### config.mk
export PLATFORM = sky130hd
export DESIGN_NAME = lsd_sync_delay_cfg
export DESIGN_NICKNAME = d
export VERILOG_FILES = /design/src/hw/lsd_pkg.sv /design/src/hw/lsd_sync_delay_cfg.sv
export SDC_FILE = /design/constraint.sdc
export NUM_CORES = 1
export LEC_CHECK = 0
export CORE_UTILIZATION = 25
export CTS_CLUSTER_DIAMETER = 40
export DETAILED_ROUTE_END_ITERATION = 8
export DONT_BUFFER_PORTS = 1
export SLEW_MARGIN = 20
export SYNTH_ARGS = -nofsm -noshare
export SYNTH_HDL_FRONTEND = slang
export SYNTH_SLANG_ARGS = --single-unit
### constraint.sdc
create_clock -name core_clk -period 3.15 [get_ports core_clk]
set_clock_uncertainty 0.05 [all_clocks]
set_input_delay 0.315 -clock core_clk [delete_from_list [all_inputs] [get_ports core_clk]]
set_output_delay 0.315 -clock core_clk [all_outputs]
set_load 0.02 [all_outputs]
### src/hw/lsd_pkg.sv
// Package for the sync delay and second-link test size configuration block
package lsd_pkg;
  // Printed offsets are not all multiples of four: they are indices, byte address = index * 4
  localparam logic [7:0]  IDX_VSIZE_LSB = 8'h26;
  localparam logic [7:0]  IDX_VSIZE_MSB = 8'h27;
  localparam logic [7:0]  IDX_LAG_LSB   = 8'h28;
  localparam logic [7:0]  IDX_LAG_MSB   = 8'h29;
  localparam logic [7:0]  IDX_MODE      = 8'h30;       // Own register: mode bits
  localparam logic [7:0]  IDX_STATUS    = 8'h31;       // Own register: delay status
  localparam int          ADDR_W        = 12;
  localparam int          IDX_LSB       = 2;           // Byte address to index shift
  // Field layout
  localparam int          LSB_W         = 8;
  localparam int          MSB_W         = 4;
  localparam int          CNT_W         = 12;
  localparam logic [7:0]  LSB_RST       = 8'h00;
  localparam logic [3:0]  MSB_RST       = 4'h0;
  localparam int          MODE_SINGLE_BIT = 0;        // Mode reg bit: single output mode
  localparam int          MODE_CHCFG_LO   = 1;        // Mode reg bits 2:1: DSI channel configuration
  localparam logic [1:0]  CHCFG_DUAL_OE   = 2'h0;
  localparam logic [1:0]  CHCFG_DUAL_LR   = 2'h1;
  localparam logic [1:0]  CHCFG_TWO_STREAM = 2'h2;
  localparam int          MIN_LAG         = 32;       // Least legal programmed delay
  localparam int          PIPE_LAT        = 10;       // Inherent extra latency in pixel clocks
  // AXI responses
  localparam logic [1:0]  RESP_OKAY   = 2'h0;
  localparam logic [1:0]  RESP_SLVERR = 2'h2;
  // Sync event carrier
  typedef struct packed {
    logic hsync;
    logic vsync;
  } lsd_sync_t;
  // Delay engine state
  typedef enum logic [1:0] {LSD_IDLE, LSD_COUNT, LSD_FIRE} lsd_state_t;
endpackage

### src/hw/lsd_sync_delay_cfg.sv
// Sync delay engine and register slave for the first-link sync lag and second-link test size
`timescale 1ns/10ps
// What this block does
// - Test lines: 12 bits from two registers
// - Test lines feed test pattern only
// - Test lines used only in two-stream configuration
// - Delay each received sync by programmed clocks; syncs during a count merge, syncs in the release clock are lost
// - Delay applies single mode or dual 00/01
// - Delay adds to roughly ten pipeline clocks
// - Delay: 12 bits, low and high registers
// - All fields reset zero, read and write
// - Configuration 10 means two independent streams
module lsd_sync_delay_cfg
  import lsd_pkg::*;
(
  input  wire logic                    core_clk,
  input  wire logic                    reset_n,
  // AXI4-Lite slave
  input  wire logic [ADDR_W-1:0]       s_axi_awaddr,
  input  wire logic                    s_axi_awvalid,
  output logic                         s_axi_awready,
  input  wire logic [31:0]             s_axi_wdata,
  input  wire logic [3:0]              s_axi_wstrb,
  input  wire logic                    s_axi_wvalid,
  output logic                         s_axi_wready,
  output logic [1:0]                   s_axi_bresp,
  output logic                         s_axi_bvalid,
  input  wire logic                    s_axi_bready,
  input  wire logic [ADDR_W-1:0]       s_axi_araddr,
  input  wire logic                    s_axi_arvalid,
  output logic                         s_axi_arready,
  output logic [31:0]                  s_axi_rdata,
  output logic [1:0]                   s_axi_rresp,
  output logic                         s_axi_rvalid,
  input  wire logic                    s_axi_rready,
  // Sync events from the DSI receive path
  input  wire lsd_pkg::lsd_sync_t      dsi_sync,
  // Delayed syncs to the two LVDS links
  output lsd_pkg::lsd_sync_t           first_link_sync,
  output lsd_pkg::lsd_sync_t           second_link_sync,
  // Test pattern line count for the second link, zero when not applicable
  output logic [CNT_W-1:0]             second_link_test_lines
);
  import lsd_pkg::*;

  // Register fields. The upper registers keep only four bits; the reserved
  // upper bits of those bytes are dropped on write and read back as zero.
  logic [LSB_W-1:0]  second_link_test_lines_lsb_q;
  logic [MSB_W-1:0]  second_link_test_lines_msb_q;
  logic [LSB_W-1:0]  first_link_sync_lag_lsb_q;
  logic [MSB_W-1:0]  first_link_sync_lag_msb_q;
  logic              single_out_q;       // 1 = single LVDS output
  logic [1:0]        chan_cfg_q;         // DSI channel configuration

  // Bus handshake state
  // Address and data may arrive in either order, so each is parked until both are in
  logic              aw_held_q;
  logic              w_held_q;
  logic [ADDR_W-1:0] awaddr_q;
  logic [31:0]       wdata_q;
  logic [3:0]        wstrb_q;

  // Input synchronisers: the syncs arrive from another clock domain
  lsd_sync_t         sync_s1_q;
  lsd_sync_t         sync_s2_q;
  lsd_sync_t         sync_s3_q;

  // Delay engine: one counter serves both sync kinds, so events that fall
  // inside one counting window leave together
  lsd_state_t        state_q;            // Idle, counting or releasing
  logic [CNT_W-1:0]  cnt_q;              // Clocks counted since detection
  lsd_sync_t         pend_q;             // Events waiting for release
  lsd_sync_t         out_pipe_q [PIPE_LAT]; // Released events pass the fixed pipe

  // Decoded views of the registers and the bus
  logic [CNT_W-1:0]  lag;                // Programmed first-link lag
  logic              lag_active;         // Engine runs in this configuration
  lsd_sync_t         sync_rise;          // One-clock event per sync kind
  logic [7:0]        widx;               // Index of the parked write
  logic [7:0]        ridx;               // Index of the offered read
  logic              w_go;               // Write completes this clock

  // The host owns the lower limit on the lag; smaller values are taken as
  // given, and the engine still ends every count that it starts
  assign lag = {first_link_sync_lag_msb_q, first_link_sync_lag_lsb_q};
  // Delay engine runs in single mode, or dual mode with channel cfg 00/01
  assign lag_active = single_out_q ||
                      (chan_cfg_q == CHCFG_DUAL_OE) || (chan_cfg_q == CHCFG_DUAL_LR);
  // A rising edge of each synchronised sync line marks one event
  assign sync_rise.hsync = sync_s2_q.hsync & ~sync_s3_q.hsync;
  assign sync_rise.vsync = sync_s2_q.vsync & ~sync_s3_q.vsync;
  // The register index sits above the two byte-offset bits of the address
  assign widx = awaddr_q[IDX_LSB +: 8];
  assign ridx = s_axi_araddr[IDX_LSB +: 8];
  // A write completes once both halves are parked and the last answer is gone
  assign w_go = aw_held_q && w_held_q && !s_axi_bvalid;

  // Two-flop synchroniser plus one edge stage that reads only the second flop
  // The first flop may settle late; nothing but the second flop reads it
  always_ff @(posedge core_clk) begin
    if (!reset_n) begin
      sync_s1_q <= '0;
      sync_s2_q <= '0;
      sync_s3_q <= '0;
    end else begin
      sync_s1_q <= dsi_sync;
      sync_s2_q <= sync_s1_q;
      sync_s3_q <= sync_s2_q;
    end
  end

  // Write address and data are taken independently, in either order
  // Each half is parked in its own holding register until the write completes,
  // so a master may offer either one first
  always_ff @(posedge core_clk) begin
    if (!reset_n) begin
      aw_held_q     <= 1'b0;
      w_held_q      <= 1'b0;
      awaddr_q      <= '0;
      wdata_q       <= '0;
      wstrb_q       <= '0;
      s_axi_awready <= 1'b0;
      s_axi_wready  <= 1'b0;
    end else begin
      // Ready pulses for one cycle when a new item can be held
      s_axi_awready <= !aw_held_q && s_axi_awvalid && !s_axi_awready;
      s_axi_wready  <= !w_held_q && s_axi_wvalid && !s_axi_wready;
      if (s_axi_awvalid && s_axi_awready) begin
        aw_held_q <= 1'b1;
        awaddr_q  <= s_axi_awaddr;
      end else if (w_go) begin
        aw_held_q <= 1'b0;
      end
      if (s_axi_wvalid && s_axi_wready) begin
        w_held_q <= 1'b1;
        wdata_q  <= s_axi_wdata;
        wstrb_q  <= s_axi_wstrb;
      end else if (w_go) begin
        w_held_q <= 1'b0;
      end
    end
  end

  // Register writes; only byte lane 0 carries field data
  // A write with lane 0 disabled is answered but changes nothing;
  // reserved upper bits of the size and lag bytes are simply dropped
  always_ff @(posedge core_clk) begin
    if (!reset_n) begin
      second_link_test_lines_lsb_q <= LSB_RST;
      second_link_test_lines_msb_q <= MSB_RST;
      first_link_sync_lag_lsb_q    <= LSB_RST;
      first_link_sync_lag_msb_q    <= MSB_RST;
      single_out_q                 <= 1'b0;
      chan_cfg_q                   <= CHCFG_DUAL_OE;
    end else if (w_go && wstrb_q[0]) begin
      case (widx)
        IDX_VSIZE_LSB: second_link_test_lines_lsb_q <= wdata_q[LSB_W-1:0];
        IDX_VSIZE_MSB: second_link_test_lines_msb_q <= wdata_q[MSB_W-1:0];
        IDX_LAG_LSB:   first_link_sync_lag_lsb_q    <= wdata_q[LSB_W-1:0];
        IDX_LAG_MSB:   first_link_sync_lag_msb_q    <= wdata_q[MSB_W-1:0];
        IDX_MODE: begin
          single_out_q <= wdata_q[MODE_SINGLE_BIT];
          chan_cfg_q   <= wdata_q[MODE_CHCFG_LO +: 2];
        end
        default: ;                                                               // Unmapped: ignored
      endcase
    end
  end

  // Write response; unmapped index answers SLVERR
  // The answer stands until the master takes it, and no new write completes
  // before then, so one write at most is under way
  always_ff @(posedge core_clk) begin
    if (!reset_n) begin
      s_axi_bvalid <= 1'b0;
      s_axi_bresp  <= RESP_OKAY;
    end else if (w_go) begin
      s_axi_bvalid <= 1'b1;
      s_axi_bresp  <= (widx == IDX_VSIZE_LSB || widx == IDX_VSIZE_MSB || widx == IDX_LAG_LSB ||
                       widx == IDX_LAG_MSB || widx == IDX_MODE || widx == IDX_STATUS) ?
                      RESP_OKAY : RESP_SLVERR;
    end else if (s_axi_bready) begin
      s_axi_bvalid <= 1'b0;
    end
  end

  // Read channel: one read at a time, answer two cycles after arvalid
  // The status word is a live debug view of the engine; it is not held
  // still, so two reads of it may differ
  always_ff @(posedge core_clk) begin
    if (!reset_n) begin
      s_axi_arready <= 1'b0;
      s_axi_rvalid  <= 1'b0;
      s_axi_rdata   <= '0;
      s_axi_rresp   <= RESP_OKAY;
    end else begin
      s_axi_arready <= s_axi_arvalid && !s_axi_arready && !s_axi_rvalid;
      if (s_axi_arvalid && s_axi_arready) begin
        s_axi_rvalid <= 1'b1;
        s_axi_rresp  <= RESP_OKAY;
        case (ridx)
          IDX_VSIZE_LSB: s_axi_rdata <= {24'h000000, second_link_test_lines_lsb_q};
          IDX_VSIZE_MSB: s_axi_rdata <= {28'h0000000, second_link_test_lines_msb_q};
          IDX_LAG_LSB:   s_axi_rdata <= {24'h000000, first_link_sync_lag_lsb_q};
          IDX_LAG_MSB:   s_axi_rdata <= {28'h0000000, first_link_sync_lag_msb_q};
          IDX_MODE:      s_axi_rdata <= {29'h0000000, chan_cfg_q, single_out_q};
          IDX_STATUS:    s_axi_rdata <= {16'h0000, cnt_q, 2'h0, pend_q};              // Live engine state
          default: begin
            s_axi_rdata <= 32'h00000000;
            s_axi_rresp <= RESP_SLVERR;
          end
        endcase
      end else if (s_axi_rvalid && s_axi_rready) begin
        s_axi_rvalid <= 1'b0;
      end
    end
  end

  // Delay counter: starts on detected sync, releases when the count is reached.
  // Limitation: a sync arriving while counting is merged into the pending one;
  // a lag below the legal minimum can therefore lose spacing between events.
  // A lag of zero or one still counts one clock, so no event ever passes
  // straight from the synchroniser to the links; the fixed pipe behind the
  // counter adds the inherent latency on top.
  always_ff @(posedge core_clk) begin
    if (!reset_n) begin
      state_q <= LSD_IDLE;
      cnt_q   <= '0;
      pend_q  <= '0;
    end else begin
      case (state_q)
        LSD_IDLE: begin
          if (lag_active && (sync_rise.hsync || sync_rise.vsync)) begin
            pend_q  <= sync_rise;
            cnt_q   <= 12'h001;
            state_q <= (lag <= 12'h001) ? LSD_FIRE : LSD_COUNT;
          end
        end
        LSD_COUNT: begin
          pend_q <= pend_q | sync_rise;
          cnt_q  <= cnt_q + 12'h001;
          if (cnt_q + 12'h001 >= lag) begin
            state_q <= LSD_FIRE;
          end
        end
        LSD_FIRE: begin
          pend_q  <= '0;
          cnt_q   <= '0;
          state_q <= LSD_IDLE;
        end
        default: state_q <= LSD_IDLE;
      endcase
    end
  end

  // Fixed pipeline stages that model the inherent latency added after the lag.
  // The head stage loads from the engine and every later stage copies the one
  // before it; splitting the two keeps the index of the copy in range.
  generate
    for (genvar i = 0; i < PIPE_LAT; i++) begin : g_pipe
      if (i == 0) begin : g_head
        // Head stage: a released event enters for exactly one clock
        always_ff @(posedge core_clk) begin
          if (!reset_n) begin
            out_pipe_q[i] <= '0;
          end else begin
            out_pipe_q[i] <= (state_q == LSD_FIRE) ? pend_q : '0;
          end
        end
      end else begin : g_tail
        // Later stages: plain shift, one clock each
        always_ff @(posedge core_clk) begin
          if (!reset_n) begin
            out_pipe_q[i] <= '0;
          end else begin
            out_pipe_q[i] <= out_pipe_q[i-1];
          end
        end
      end
    end
  endgenerate

  // Output drivers: single mode feeds the first link only, dual 00/01 feeds both
  // Every output is a flop here, so the links see clean one-clock pulses and
  // the test generator sees a steady line count
  always_ff @(posedge core_clk) begin
    if (!reset_n) begin
      first_link_sync        <= '0;
      second_link_sync       <= '0;
      second_link_test_lines <= '0;
    end else begin
      first_link_sync  <= out_pipe_q[PIPE_LAT-1];
      second_link_sync <= single_out_q ? lsd_sync_t'('0) : out_pipe_q[PIPE_LAT-1];
      // Size goes to the test generator only, and only in two-stream mode
      second_link_test_lines <= (chan_cfg_q == CHCFG_TWO_STREAM) ?
        {second_link_test_lines_msb_q, second_link_test_lines_lsb_q} : '0;
    end
  end

endmodule

==> run summary <==
================================================================================
Outcome                                                                completed
DP HPWL                                                                  9290 um
Share of the cycle needed by the critical path after routing               90.2%
Vias/cell                                                                   4.50
Final Cell Area                                                        6470 um^2
Overall die width                                                         149 um
Post-synth design cell area                                            5380 um^2
Worst hold-check path type                                          primary input to flip-flop
FFs w/ async S/R, synth                                                       0%
Setup violations, final                                                        0
Number of antenna violations at the first check in global routing              0
Synthesis-to-finish area growth                                            20.2%
Effective utilization at floorplan                                         25.5%
Via count of the first global-routing pass                                  3866
Die area                                                              22100 um^2
Worst EP arrival                                                         3130 ps
Post-Synthesis Cells                                                         591
Chip height                                                               149 um
Total placed cells including tap cells                                       847
CTS Root Buffer Type                                                   clkbuf_16
Leading cell types by total area after synthesis                    dfxtp_1 (47%), mux2i_1 (6.1%), and2_1 (5.0%), a21oi_1 (4.1%), nand2_1 (4.0%)
Total number of H-tree levels                                                  4
Maximum resistive drop on vdd                                           0.302 mV
Core area                                                             21100 um^2
Final min period                                                         2840 ps
Post-route insts no fill                                                     907
Drc violations                                                                 0
Aggregate global-route resource usage                                      12.2%
Net count of the finished layout                                             705
CP max FO                                                                      5
Maximum clock frequency                                                0.352 GHz
Setup crit end kind                                                    flip-flop
Detailed-routing iteration count for the pre-antenna-repair pass               5
Final Hold Viols                                                               0
Setup fix buffers added after clock tree synthesis                             0
Drt first-iter violations                                                    192
Final WL                                                                12900 um
Setup slack of the critical path after layout                             307 ps
Count of distinct cell types in the synthesized netlist                       62
Clock network latency to the later pin of the worst-skew pair             420 ps
Area after DPL                                                         5600 um^2
Setup repair after global routing missed its margin                           no
Wire length of the first global-routing pass                            20500 um
Global route overflow                                                          0
Total power                                                              3.75 mW
Pwr per Cell Area                                                    580 nW/um^2
Share of synthesized area occupied by flip-flops and latches               47.2%
Filler Cells Inserted                                                       2242
Fraction of post-synthesis cell area in the top cell type by area          47.2%
Least-Margin Pin Slew                                                     819 ps
Most area-hungry cell type in the Yosys netlist                          dfxtp_1
Sink Count                                                                   127
Number of antenna cells inserted                                               0
Routed wirelength normalized by instance count                           14.2 um
Routability Congestion                                                     0.800
Clock transition at path regs                                              60 ps
Startpoint type of the worst setup path                                flip-flop
Required time worst endpoint                                             3440 ps
Number of max-capacitance violations reported                                  0
#FFs+latches synth                                                           127
Top-level I/O count                                                          126
Pin count of the biggest net entering global routing                          44
Layout cell share with drive strength beyond 1                             8.86%
Routed Antenna Nets                                                            0
Number of synthesized flops with an enable pin                                 0
Slew Viols, Final                                                              0
Synth warn                                                                     0
Commonest register cell after synthesis                                  dfxtp_1
PortBufs                                                                       0
Total vias in the final route                                               4085
Pre-CTS worst setup slack                                                 158 ps
Worst hold slack                                                         12.3 ps
Number of buffers added by the clock tree synthesis step                      17
Floorplan row count                                                           53
Bufs on Longest Clock Path                                                     2
Setup TNS                                                                   0 ps
Path type of the worst setup path                                   flip-flop to flip-flop
Clock tree from TritonCTS                                                    yes
Most common library cell in the layout ignoring fill and taps            dfxtp_1
Leakage                                                                  2.47 nW
Headroom to the max-slew limit                                             45.0%
Syn_area_per_cell                                                      9.11 um^2
Commonest cells after routing, fill and taps aside                  dfxtp_1 (126), nand2_1 (57), a21oi_1 (44)
Final Util                                                                 30.7%
================================================================================
[power by group]
group          internal, mW  total [mW]  leakage [nW]  switching, mW
sequential             1.63        1.66          1.03         0.0294
clock                  1.06        1.92         0.283          0.853
combinational        0.0669       0.179          1.17          0.112
[final timing paths]
check	startpoint	to	slack, ps	cells past startpoint
worst min-delay path	s_axi_awvalid	awaddr_q[5]	10	2
worst max register to register	cnt_q[1]	state_q[0]	310	11
worst max-delay path	cnt_q[1]	state_q[0]	310	11
worst min register to register	out_pipe_q[0][0]	out_pipe_q[1][0]	370	1
[critical path: stages, from the launching register on]
cell      delay (ps)
dfxtp_1          390
ha_1             250
nand3_1          150
nor2_2           230
nand3_1          120
xnor2_1          220
ha_1             290
nand2_1           60
o21ai_0           80
or3_1            350
or4_1            470
o211ai_1         100
[synth_stat cells, types with 3 or more instances]
master,number
nand3_1,17
nor3_1,11
and3_1,6
o21a_1,3
nor4_1,6
nor4b_1,3
buf_4,18
nor2_1,43
inv_1,25
a211oi_1,4
o22ai_1,4
and2_1,43
a22oi_1,8
dfxtp_1,127
xor2_1,5
nand2_1,57
clkbuf_1,19
a21boi_0,3
or4_1,3
o21ai_0,21
ha_1,17
a22o_1,4
o21ai_1,4
nor2_2,8
nor2b_1,3
mux2i_1,33
a21oi_1,44
or3_1,3
xnor2_1,6
[cell type report]
| class | instances | area (um^2) | share of cell area (%) |
|---|---|---|---|
| multi-input combinational | 415 | 2590 | 40.0 |
| sequential | 127 | 2540 | 39.3 |
| clock buffer | 17 | 425 | 6.58 |
| tap | 275 | 344 | 5.32 |
| timing repair buffer | 32 | 305 | 4.72 |
| clock inverter | 15 | 164 | 2.53 |
| inverter | 26 | 97.6 | 1.51 |
[registers in the layout, summed over array words and instances, names as in the netlist, 2 cells and up]
| name | count |
|---|---|
| second_link_test_lines | 12 |
| sync_s3_q | 2 |
| first_link_sync_lag_msb_q | 4 |
| cnt_q | 12 |
| sync_s2_q | 2 |
| second_link_sync | 2 |
| state_q | 2 |
| pend_q | 2 |
| first_link_sync | 2 |
| s_axi_rdata | 16 |
| first_link_sync_lag_lsb_q | 8 |
| second_link_test_lines_msb_q | 4 |
| awaddr_q | 8 |
| second_link_test_lines_lsb_q | 8 |
| wdata_q | 8 |
| chan_cfg_q | 2 |
| out_pipe_q | 20 |
| sync_s1_q | 2 |
[cells by family after synthesis]
logic type,after synthesis,synth area share [%]
buffers and inverters,66,5.88
AO/OA/AOI/OAI,112,12.7
other,1,0.0697
AND/OR/NAND/NOR,224,22.2
flip-flops,127,47.2
XOR/XNOR,11,1.79
multiplexers,33,6.14
adder cells (fa/ha/maj),17,3.95
[timing repair]
item | CTS | global route
hold buffers | 28 | 0
hold endpoints to repair | 53 | 0
resized for setup | 0 | 2
endpoints found under the setup margin | 0 | 1
[per-layer routing]
metal  global-route usage, %  wire length [um]  vias up
met5                       0                 0        -
met4                    5.26               131        0
met3                    4.14              1110        8
met2                    18.0              5660      105
met1                    16.0              6010     1903
li1                        -                 -     2069
No activity file was read; power rests on OpenSTA's default activity.
